===== src/rtl/vtei_map.vh =====
// register offsets, reset values and vector constants for the interrupt block
`ifndef VTEI_MAP_VH
`define VTEI_MAP_VH

// ----------------------------------------------------------------------------
// register byte offsets
// ----------------------------------------------------------------------------
`define VTEI_OFF_MISC     8'h00
`define VTEI_OFF_ISPR0    8'h04
`define VTEI_OFF_ISPR1    8'h08
`define VTEI_OFF_ISPR2    8'h0C
`define VTEI_OFF_ISPR3    8'h10
`define VTEI_OFF_EICR0    8'h14
`define VTEI_OFF_EICR1    8'h18
`define VTEI_OFF_ENA_BASE 8'h1C
`define VTEI_OFF_FLG_BASE 8'h30
`define VTEI_OFF_CC       8'h44
`define VTEI_OFF_LAST     8'h44

// ----------------------------------------------------------------------------
// field positions and reset values
// ----------------------------------------------------------------------------
`define VTEI_MISC_REMAP_BIT 0
`define VTEI_CC_HI_BIT      5
`define VTEI_CC_LO_BIT      3
`define VTEI_CC_RST         8'hEA
`define VTEI_ISPR_RST       32'hFFFFFFFF
`define VTEI_ISPR3_RO_MASK  8'hF0
`define VTEI_PRIO_LVL0      2'h2
`define VTEI_PRIO_LVL3      2'h3
`define VTEI_SENS_FALL_LOW  2'h0
`define VTEI_SENS_RISE      2'h1
`define VTEI_SENS_FALL      2'h2
`define VTEI_SENS_BOTH      2'h3

// ----------------------------------------------------------------------------
// vector map
// ----------------------------------------------------------------------------
`define VTEI_VEC_HI_ROM   8'hFF
`define VTEI_VEC_HI_RAM   8'h10
`define VTEI_VEC_LO_RESET 8'hFE
`define VTEI_VEC_LO_TRAP  8'hFC
`define VTEI_VEC_LO_SLOT0 8'hFA
`define VTEI_SLOT_EXT0    4
`define VTEI_WAKE_MASK    12'h3F4

`endif


===== src/rtl/vtei_top.v =====
// interrupt vector table control and external interrupt groups, ahb-lite slave
//
// Implementation choices: the AHB-Lite slave port and the placing of the registers.
`timescale 1ns/1ps
`default_nettype none
`include "vtei_map.vh"

module vtei_top #(
	parameter NGRP = 5,
	parameter W    = 8
) (
	// clock and reset
	input  wire                ref_clk,
	input  wire                rst,
	// ahb-lite slave
	input  wire                hsel,
	input  wire [7:0]          haddr,
	input  wire [1:0]          htrans,
	input  wire                hwrite,
	input  wire [2:0]          hsize,
	input  wire [31:0]         hwdata,
	input  wire                hready,
	output reg                 hreadyout_ff,
	output reg                 hresp_ff,
	output reg  [31:0]         hrdata_ff,
	// port pins
	input  wire [NGRP*W-1:0]   ext_pins,
	// peripheral requests, same clock
	input  wire                usb_irq,
	input  wire                usb_suspend_end_irq,
	input  wire                storage_card_irq,
	input  wire                spi_irq,
	input  wire                timer_irq,
	input  wire                time_base_irq,
	// cpu core side
	input  wire                cpu_halted,
	input  wire                cpu_trap,
	input  wire                cpu_ack,
	input  wire                cpu_rim,
	input  wire                cpu_sim,
	input  wire                cpu_halt_wfi,
	input  wire                cpu_cc_wr,
	input  wire [7:0]          cpu_cc_wdata,
	output reg                 irq_req_ff,
	output reg                 irq_trap_ff,
	output reg  [3:0]          irq_slot_ff,
	output reg  [15:0]         vec_addr_ff,
	output reg                 wake_ff,
	output reg  [7:0]          cc_out_ff
);

	// ------------------------------------------------------------------------
	// helpers
	// ------------------------------------------------------------------------
	// numeric level of a two-bit priority code
	function [1:0] prio_level;
		input [1:0] code;
		begin
			case (code)
				2'h2:    prio_level = 2'h0;
				2'h1:    prio_level = 2'h1;
				2'h0:    prio_level = 2'h2;
				default: prio_level = 2'h3;
			endcase
		end
	endfunction

	// merge a priority byte write, refusing the level 0 code per field
	function [7:0] ispr_merge;
		input [7:0] old;
		input [7:0] wr;
		integer     k;
		begin
			ispr_merge = old;
			for (k = 0; k < 4; k = k + 1) begin
				if (wr[2*k +: 2] != `VTEI_PRIO_LVL0)
					ispr_merge[2*k +: 2] = wr[2*k +: 2];
			end
		end
	endfunction

	// ------------------------------------------------------------------------
	// registers
	// ------------------------------------------------------------------------
	reg              remap_ff;
	reg  [31:0]      ispr_ff;
	reg  [2*NGRP-1:0] sens_ff;
	reg  [NGRP*W-1:0] ena_ff;
	reg  [7:0]       cc_ff;
	reg              trap_pend_ff;
	reg              rd_pend_ff;
	reg              wr_pend_ff;
	reg  [7:0]       addr_ff;

	wire [NGRP*W-1:0] flags_w;
	wire [NGRP-1:0]   greq_w;
	wire              cc_level3;
	wire [1:0]        cur_lvl;
	wire              wr_now;
	wire [7:0]        wbyte;
	wire              sens_wr_ok;
	reg  [NGRP-1:0]   grp_clr;
	reg  [NGRP-1:0]   flg_wr;
	reg  [31:0]       rd_mux;
	wire [7:0]        ispr3_m;

	assign cc_level3 = cc_ff[`VTEI_CC_HI_BIT] & cc_ff[`VTEI_CC_LO_BIT];
	assign cur_lvl   = prio_level({cc_ff[`VTEI_CC_HI_BIT], cc_ff[`VTEI_CC_LO_BIT]});
	assign wr_now    = wr_pend_ff;
	assign wbyte     = hwdata[7:0];
	assign ispr3_m   = ispr_merge(ispr_ff[31:24], wbyte);
	// refused writes vanish silently; the bus still answers okay
	assign sens_wr_ok = wr_now & cc_level3;

	// ------------------------------------------------------------------------
	// ahb-lite slave: writes zero wait, reads one wait state
	// ------------------------------------------------------------------------
	// reads wait a cycle so a read right after a write sees the new value
	always @(posedge ref_clk) begin
		if (rst) begin
			hreadyout_ff <= 1'b1;
			hresp_ff     <= 1'b0;
			hrdata_ff    <= 32'h00000000;
			rd_pend_ff   <= 1'b0;
			wr_pend_ff   <= 1'b0;
			addr_ff      <= 8'h00;
		end else begin
			wr_pend_ff <= 1'b0;
			if (rd_pend_ff) begin
				hrdata_ff    <= rd_mux;
				hreadyout_ff <= 1'b1;
				rd_pend_ff   <= 1'b0;
			end else if (hsel && hready && htrans[1]) begin
				addr_ff <= haddr;
				if (hwrite) begin
					wr_pend_ff <= 1'b1;
				end else begin
					rd_pend_ff   <= 1'b1;
					hreadyout_ff <= 1'b0;
				end
			end
		end
	end

	// read mux; unmapped offsets read zero
	always @* begin
		rd_mux = 32'h00000000;
		case (addr_ff)
			`VTEI_OFF_MISC:  rd_mux[`VTEI_MISC_REMAP_BIT] = remap_ff;
			`VTEI_OFF_ISPR0: rd_mux[7:0] = ispr_ff[7:0];
			`VTEI_OFF_ISPR1: rd_mux[7:0] = ispr_ff[15:8];
			`VTEI_OFF_ISPR2: rd_mux[7:0] = ispr_ff[23:16];
			`VTEI_OFF_ISPR3: rd_mux[7:0] = ispr_ff[31:24] | `VTEI_ISPR3_RO_MASK;
			`VTEI_OFF_EICR0: rd_mux[7:0] = sens_ff[7:0];
			`VTEI_OFF_EICR1: rd_mux[1:0] = sens_ff[9:8];
			`VTEI_OFF_CC:    rd_mux[7:0] = cc_ff;
			default: begin
				if (addr_ff >= `VTEI_OFF_ENA_BASE && addr_ff < `VTEI_OFF_FLG_BASE)
					rd_mux[7:0] = ena_ff[W*((addr_ff - `VTEI_OFF_ENA_BASE) >> 2) +: W];
				else if (addr_ff >= `VTEI_OFF_FLG_BASE && addr_ff < `VTEI_OFF_CC)
					rd_mux[7:0] = flags_w[W*((addr_ff - `VTEI_OFF_FLG_BASE) >> 2) +: W];
			end
		endcase
	end

	// ------------------------------------------------------------------------
	// control registers
	// ------------------------------------------------------------------------
	// remap, priorities, sensitivities and enables
	always @(posedge ref_clk) begin
		if (rst) begin
			remap_ff <= 1'b0;
			ispr_ff  <= `VTEI_ISPR_RST;
			sens_ff  <= {2*NGRP{1'b0}};
			ena_ff   <= {NGRP*W{1'b0}};
		end else if (wr_now) begin
			case (addr_ff)
				`VTEI_OFF_MISC:  remap_ff <= wbyte[`VTEI_MISC_REMAP_BIT];
				`VTEI_OFF_ISPR0: ispr_ff[7:0]   <= ispr_merge(ispr_ff[7:0], wbyte);
				`VTEI_OFF_ISPR1: ispr_ff[15:8]  <= ispr_merge(ispr_ff[15:8], wbyte);
				`VTEI_OFF_ISPR2: ispr_ff[23:16] <= ispr_merge(ispr_ff[23:16], wbyte);
				`VTEI_OFF_ISPR3: ispr_ff[27:24] <= ispr3_m[3:0]; // upper nibble read-only
				`VTEI_OFF_EICR0: if (sens_wr_ok) sens_ff[7:0] <= wbyte;
				`VTEI_OFF_EICR1: if (sens_wr_ok) sens_ff[9:8] <= wbyte[1:0];
				default: begin
					if (addr_ff >= `VTEI_OFF_ENA_BASE && addr_ff < `VTEI_OFF_FLG_BASE)
						ena_ff[W*((addr_ff - `VTEI_OFF_ENA_BASE) >> 2) +: W] <= wbyte;
				end
			endcase
		end
	end

	// ------------------------------------------------------------------------
	// external groups
	// ------------------------------------------------------------------------
	// per group: flag write strobes and pending clears
	always @* begin : grp_ctl
		integer g;
		g       = 0;
		grp_clr = {NGRP{1'b0}};
		flg_wr  = {NGRP{1'b0}};
		for (g = 0; g < NGRP; g = g + 1) begin
			flg_wr[g] = wr_now && (addr_ff == `VTEI_OFF_FLG_BASE + 4*g);
			// changing the sensitivity drops stale pending events
			if (sens_wr_ok && (addr_ff == ((g < 4) ? `VTEI_OFF_EICR0 : `VTEI_OFF_EICR1))
			    && (wbyte[2*(g%4) +: 2] != sens_ff[2*g +: 2]))
				grp_clr[g] = 1'b1;
			// edge requests are consumed at entry; level ones persist
			if (cpu_ack && !irq_trap_ff && irq_slot_ff == `VTEI_SLOT_EXT0 + g
			    && sens_ff[2*g +: 2] != `VTEI_SENS_FALL_LOW)
				grp_clr[g] = 1'b1;
		end
	end

	genvar gi;
	generate
		for (gi = 0; gi < NGRP; gi = gi + 1) begin : grp
			vtei_ext_group #(.W(W)) u_grp (
				.ref_clk    (ref_clk),
				.rst        (rst),
				.pins       (ext_pins[W*gi +: W]),
				.sens       (sens_ff[2*gi +: 2]),
				.enable     (ena_ff[W*gi +: W]),
				.flag_wr    (flg_wr[gi]),
				.flag_wdata (wbyte),
				.clr_all    (grp_clr[gi]),
				.flags_ff   (flags_w[W*gi +: W]),
				.req        (greq_w[gi])
			);
		end
	endgenerate

	// ------------------------------------------------------------------------
	// arbitration
	// ------------------------------------------------------------------------
	reg [11:0] pend;
	reg [11:0] cand;
	reg [1:0]  best_lvl;
	reg [3:0]  best_slot;
	reg        found;

	// external groups sit at slots 4..8, fixed by position
	always @* begin : arb
		integer s;
		s    = 0;
		pend = {time_base_irq, timer_irq, spi_irq, greq_w, storage_card_irq,
		        usb_suspend_end_irq, usb_irq, 1'b0};
		// while halted only wake-capable sources may be served first
		cand      = cpu_halted ? (pend & `VTEI_WAKE_MASK) : pend;
		best_lvl  = cur_lvl;
		best_slot = 4'h0;
		found     = 1'b0;
		// ascending scan with strict compare: ties go to the lower slot
		for (s = 1; s < 12; s = s + 1) begin
			if (cand[s] && (prio_level(ispr_ff[2*s +: 2]) > best_lvl)) begin
				best_lvl  = prio_level(ispr_ff[2*s +: 2]);
				best_slot = s[3:0];
				found     = 1'b1;
			end
		end
	end

	// trap latches until entry; it ignores the mask entirely
	always @(posedge ref_clk) begin
		if (rst)
			trap_pend_ff <= 1'b0;
		else if (cpu_trap)
			trap_pend_ff <= 1'b1;
		else if (cpu_ack && irq_trap_ff)
			trap_pend_ff <= 1'b0;
	end

	// registered request and vector fetch address
	always @(posedge ref_clk) begin
		if (rst) begin
			irq_req_ff  <= 1'b0;
			irq_trap_ff <= 1'b0;
			irq_slot_ff <= 4'h0;
			vec_addr_ff <= {`VTEI_VEC_HI_ROM, `VTEI_VEC_LO_RESET};
			wake_ff     <= 1'b0;
		end else begin
			wake_ff <= |(pend & `VTEI_WAKE_MASK);
			if (trap_pend_ff || cpu_trap) begin
				irq_req_ff  <= 1'b1;
				irq_trap_ff <= 1'b1;
				irq_slot_ff <= 4'h0;
				vec_addr_ff <= {remap_ff ? `VTEI_VEC_HI_RAM : `VTEI_VEC_HI_ROM,
				                `VTEI_VEC_LO_TRAP};
			end else begin
				irq_req_ff  <= found;
				irq_trap_ff <= 1'b0;
				irq_slot_ff <= best_slot;
				// ram table mirrors the rom low byte in page 10h
				vec_addr_ff <= {remap_ff ? `VTEI_VEC_HI_RAM : `VTEI_VEC_HI_ROM,
				                `VTEI_VEC_LO_SLOT0 - {3'h0, best_slot, 1'b0}};
			end
		end
	end

	// ------------------------------------------------------------------------
	// condition code
	// ------------------------------------------------------------------------
	// entry beats instructions, instructions beat the bus
	always @(posedge ref_clk) begin
		if (rst) begin
			cc_ff     <= `VTEI_CC_RST;
			cc_out_ff <= `VTEI_CC_RST;
		end else begin
			cc_out_ff <= cc_ff;
			if (cpu_ack) begin
				if (irq_trap_ff) begin
					cc_ff[`VTEI_CC_HI_BIT] <= 1'b1;
					cc_ff[`VTEI_CC_LO_BIT] <= 1'b1;
				end else begin
					cc_ff[`VTEI_CC_HI_BIT] <= ispr_ff[2*irq_slot_ff + 1];
					cc_ff[`VTEI_CC_LO_BIT] <= ispr_ff[2*irq_slot_ff];
				end
			end else if (cpu_sim) begin
				cc_ff[`VTEI_CC_HI_BIT] <= 1'b1;
				cc_ff[`VTEI_CC_LO_BIT] <= 1'b1;
			end else if (cpu_rim || cpu_halt_wfi) begin
				cc_ff[`VTEI_CC_HI_BIT] <= 1'b1;
				cc_ff[`VTEI_CC_LO_BIT] <= 1'b0;
			end else if (cpu_cc_wr) begin
				cc_ff <= cpu_cc_wdata | 8'hC0;
			end else if (wr_now && addr_ff == `VTEI_OFF_CC) begin
				cc_ff <= wbyte | 8'hC0;
			end
		end
	end

endmodule
`default_nettype wire


===== src/rtl/vtei_ext_group.v =====
// one external interrupt group: pin sync, event detect, flags, request
`timescale 1ns/1ps
`default_nettype none
`include "vtei_map.vh"

module vtei_ext_group #(
	parameter W = 8
) (
	// clock and reset
	input  wire         ref_clk,
	input  wire         rst,
	// port pins, asynchronous
	input  wire [W-1:0] pins,
	// control from the register file
	input  wire [1:0]   sens,
	input  wire [W-1:0] enable,
	input  wire         flag_wr,
	input  wire [W-1:0] flag_wdata,
	input  wire         clr_all,
	// state
	output reg  [W-1:0] flags_ff,
	output wire         req
);

	reg [W-1:0] sync1_ff;
	reg [W-1:0] sync2_ff;
	reg [W-1:0] prev_ff;
	reg [W-1:0] event_w;
	reg [W-1:0] nxt_flags;

	// two-stage synchroniser, then one more stage for edge history
	always @(posedge ref_clk) begin
		if (rst) begin
			sync1_ff <= {W{1'b1}};
			sync2_ff <= {W{1'b1}};
			prev_ff  <= {W{1'b1}};
		end else begin
			sync1_ff <= pins;
			sync2_ff <= sync1_ff;
			prev_ff  <= sync2_ff;
		end
	end

	// event per pin; low level keeps firing so the flag re-sets after a clear
	always @* begin
		case (sens)
			`VTEI_SENS_FALL_LOW: event_w = ~sync2_ff;
			`VTEI_SENS_RISE:     event_w = sync2_ff & ~prev_ff;
			`VTEI_SENS_FALL:     event_w = ~sync2_ff & prev_ff;
			`VTEI_SENS_BOTH:     event_w = sync2_ff ^ prev_ff;
			default:             event_w = {W{1'b0}};
		endcase
	end

	// software writes 0 to clear; a new event in the same cycle wins
	always @* begin
		nxt_flags = flags_ff;
		if (flag_wr)
			nxt_flags = nxt_flags & flag_wdata;
		if (clr_all)
			nxt_flags = {W{1'b0}};
		nxt_flags = nxt_flags | event_w;
	end

	always @(posedge ref_clk) begin
		if (rst)
			flags_ff <= {W{1'b0}};
		else
			flags_ff <= nxt_flags;
	end

	// all pins of the port share one line, gated per pin
	assign req = |(flags_ff & enable);

endmodule
`default_nettype wire


===== config.mk =====
export PLATFORM = sky130hd
export DESIGN_NAME = vtei_top
export DESIGN_NICKNAME = d
export VERILOG_FILES = /design/src/rtl/vtei_top.v /design/src/rtl/vtei_ext_group.v
export VERILOG_INCLUDE_DIRS = /design/src /design/src/rtl
export SDC_FILE = /design/constraint.sdc
export NUM_CORES = 1
export LEC_CHECK = 0
export BUFFER_PORTS_ARGS = -buffer_cell sky130_fd_sc_hd__buf_2
export CAP_MARGIN = 15
export CORE_ASPECT_RATIO = 0.6
export CORE_UTILIZATION = 40
export CTS_CLUSTER_SIZE = 24
export DETAILED_ROUTE_END_ITERATION = 12
export GPL_ROUTABILITY_DRIVEN = 1
export PLACE_DENSITY = 0.61
export SYNTH_ARGS = -nofsm -noshare
export SYNTH_HDL_FRONTEND = slang
export SYNTH_SLANG_ARGS = --single-unit

===== constraint.sdc =====
create_clock -name ref_clk -period 38.7 [get_ports ref_clk]
set_input_delay 3.87 -clock ref_clk [delete_from_list [all_inputs] [get_ports ref_clk]]
set_output_delay 3.87 -clock ref_clk [all_outputs]
set_load 0.05 [all_outputs]

==> summary.md <==
| Metric | Value |
|---|---|
| DRC violations left | `0` |
| Pleak | `7.57 nW` |
| Hold Slack | `407 ps` |
| Reg2reg setup slack | `22920 ps` |
| Layout area overhead | `11.0%` |
| Post-Syn Area | `15600 sq um` |
| Top_reg_cell synth | `dfxtp_1` |
| Cells after Synth | `1766` |
| Most frequent cells in the layout | `dfxtp_1 (284), nor2_1 (182), nand2_1 (145)` |
| Clk Latency, worst-skew pair | `570 ps` |
| Worst min path class | `reg -> reg` |
| Flip-flop and latch area | `5690 sq um` |
| Site Rows | `55` |
| RSZ-0062 raised after global routing | `false` |
| PD cells | `38.7 nW/um^2` |
| Tightest Pin Transition | `1160 ps` |
| Clock transition at path regs | `70 ps` |
| Initial antenna violation count | `3` |
| First-pass GRT wire length | `70400 microns` |
| CTS sink cnt | `284` |
| Initial Util | `41.0%` |
| Max_slew headroom | `22.4%` |
| H-tree depth | `1` |
| Post-synthesis compound-gate area fraction | `16.9%` |
| Num CTS Buffers | `28` |
| Adder-Cell Fraction of Synth Area | `11.4%` |
| WL per Instance | `19.6 microns` |
| Peak supply drop | `0.0000402 V` |
| TritonCTS clock tree | `yes` |
| Synth Area in XOR/XNOR | `1.01%` |
| Ys Warns | `0` |
| Async SR Flop Fraction | `0%` |
| Routed Antenna Nets | `0` |
| Final hold vios | `0` |
| Mux contribution to synthesized area | `7.65%` |
| Worst setup path class | `in -> reg` |
| Post-synthesis simple-gate area fraction | `19.3%` |
| Top post-synthesis cells by area | `dfxtp_1 (37%), ha_1 (11%), or2_2 (5.0%)` |
| Max-slew violation count | `0` |
| CP endpoint kind | `flop` |
| Largest family of logic cells by synthesized area | `simple AND/OR/NAND/NOR gates` |
| Via count | `12.9k` |
| Crit path required time | `39130 ps` |
| Filler instances | `3680` |
| Status | `completed` |
| Fin nets | `2064` |
| Die W | `257 microns` |
| Critical path fanouts, max | `8` |
| Post-CTS sizing | `0` |
| Layout cells sized above 1 | `20.7%` |
| Period utilisation layout | `46.4%` |
| Mean Syn Cell Area | `8.81 sq um` |
| TritonRoute pass-1 iters | `5` |
| MaxCap Viol Count | `0` |
| Ports | `176` |
| Total GRT Usage | `22.8%` |
| Vias in the first global route | `12.1k` |
| Sequential fraction of the synthesis area | `36.5%` |
| DP HPWL | `33100 microns` |
| Synth area leader | `dfxtp_1` |
| Total grt overflow | `0` |
| Max incr delay on CP | `730 ps` |
| Die area | `39700 sq um` |
| Distinct cells, synth | `82` |
| Hold-fix buffers, CTS | `0` |
| Setup violations, final | `0` |
| Fin Setup TNS | `0 ps` |
| Commonest non-fill, non-tap cell in the layout | `dfxtp_1` |
| Core Region | `38000 sq um` |
| Slowest CP cell | `o31ai_1` |
| Post-CTS Setup Inserts | `0` |
| IO Port Bufs | `114` |
| Worst-case clock buffer depth | `3` |
| Share of the synthesized area in the top cell type | `36.5%` |
| Starting DRT DRC Count | `1255` |
| Via density | `5.48` |
| Post-synth EDFFs | `0` |
| Largest net degree at the start of global routing | `105` |
| Ant diodes | `0` |
| Synthesized flop and latch total | `284` |
| DRT Wirelength | `45900 microns` |
| Top cell by count, worst path | `ha_1` |
| CTS Root Cell | `clkbuf_16` |
| Startpoint class of the critical path | `primary input` |
| Multi-input logic area | `8890 sq um` |
| Max Fclk | `0.0557 GHz` |
| RD Place Congestion | `0.945` |
| Die height | `155 microns` |
| Crit path time final | `17940 ps` |
| Crit path DAT | `18380 ps` |
| Layout Skew | `19.8 ps` |
-- kinds of logic after synthesis --
group | after synthesis
other cells | 2
mux | 90
simple gates | 601
xor+xnor | 18
flops | 284
compound gates | 378
buf+inv | 251
fa+ha+maj | 142
-- synth_stat cells, drive strengths merged (5+ instances only) --
cell	instances
o221ai	5
nand4	17
o21bai	14
nor2b	23
xnor2	6
inv	110
o2111ai	5
nand3	17
nand2	145
a31oi	7
a22oi	33
o211ai	45
a211oi	7
nor3	19
nand2b	11
o31ai	6
mux2i	66
or2	124
o221a	40
and3	29
xor2	12
dfxtp	284
nor2	184
mux4	23
o21ai	75
and2	11
a21oi	105
o22ai	5
ha	141
clkbuf	90
buf	50
-- state kept, by name (all words and copies together) (netlist names) --
register and cells:
ena_ff 40, grp.u_grp.flags_ff 40, grp.u_grp.prev_ff 40, grp.u_grp.sync1_ff 40
grp.u_grp.sync2_ff 40, ispr_ff 28, sens_ff 10, addr_ff 8
hrdata_ff 8, cc_ff 6, cc_out_ff 6, vec_addr_ff 6
irq_slot_ff 4, hreadyout_ff 1, irq_req_ff 1, irq_trap_ff 1
rd_pend_ff 1, remap_ff 1, trap_pend_ff 1, wake_ff 1
wr_now 1
-- critical path, delay by kind of cell --
kind	cells	cell delay, ps
simple gates	23	4070
compound gates	19	5040
mux	3	1260
fa+ha+maj	12	3480
buf+inv	6	620
-- layer usage --
metal  routed length [microns]  GRT usage [%]  up-vias
li1                          -              -     6161
met5                         0              0        -
met2                     17900           31.9      517
met1                     22600           34.4     6122
met3                      4650           6.57       61
met4                       695           4.05        0
-- stage by stage --
stage          total power, mW  cells  area (sq um)  utilization [%]  setup WS [ps]
6_report                 0.669   2345         17300             45.5          20760
5_1_grt                  0.694   2345         17300             45.5          19860
4_1_cts                  0.674   2343         17200             45.4          21080
3_5_place_dp             0.385   2293         16300             42.9          20580
3_3_place_gp             0.383   2293         16300             42.9          21010
2_1_floorplan            0.366   1796         15700                -          23120
-- report_power, final --
group	total, mW	internal [mW]	switching (mW)
sequential	0.310	0.301	0.00832
clock	0.289	0.168	0.121
combinational	0.0703	0.0254	0.0449
-- layout make-up --
class,instances,area share [%]
well taps,513,3.72
inverters,111,2.41
clock inverters,10,0.753
clock buffers,40,4.79
flip-flops and latches,284,32.9
multi-input cells,1261,51.5
repair buffers,126,3.96
-- path summary, 6_finish.rpt --
path | startpoint | to | cells after the start
worst max register to register | cc_ff[5] | vec_addr_ff[4] | 66
worst max-delay path | cpu_halted | vec_addr_ff[4] | 63
worst min-delay path | grp[0].u_grp.sync1_ff[6] | grp[0].u_grp.sync2_ff[6] | 1
worst min register to register | grp[0].u_grp.sync1_ff[6] | grp[0].u_grp.sync2_ff[6] | 1
(Power assumes the default switching activity.)
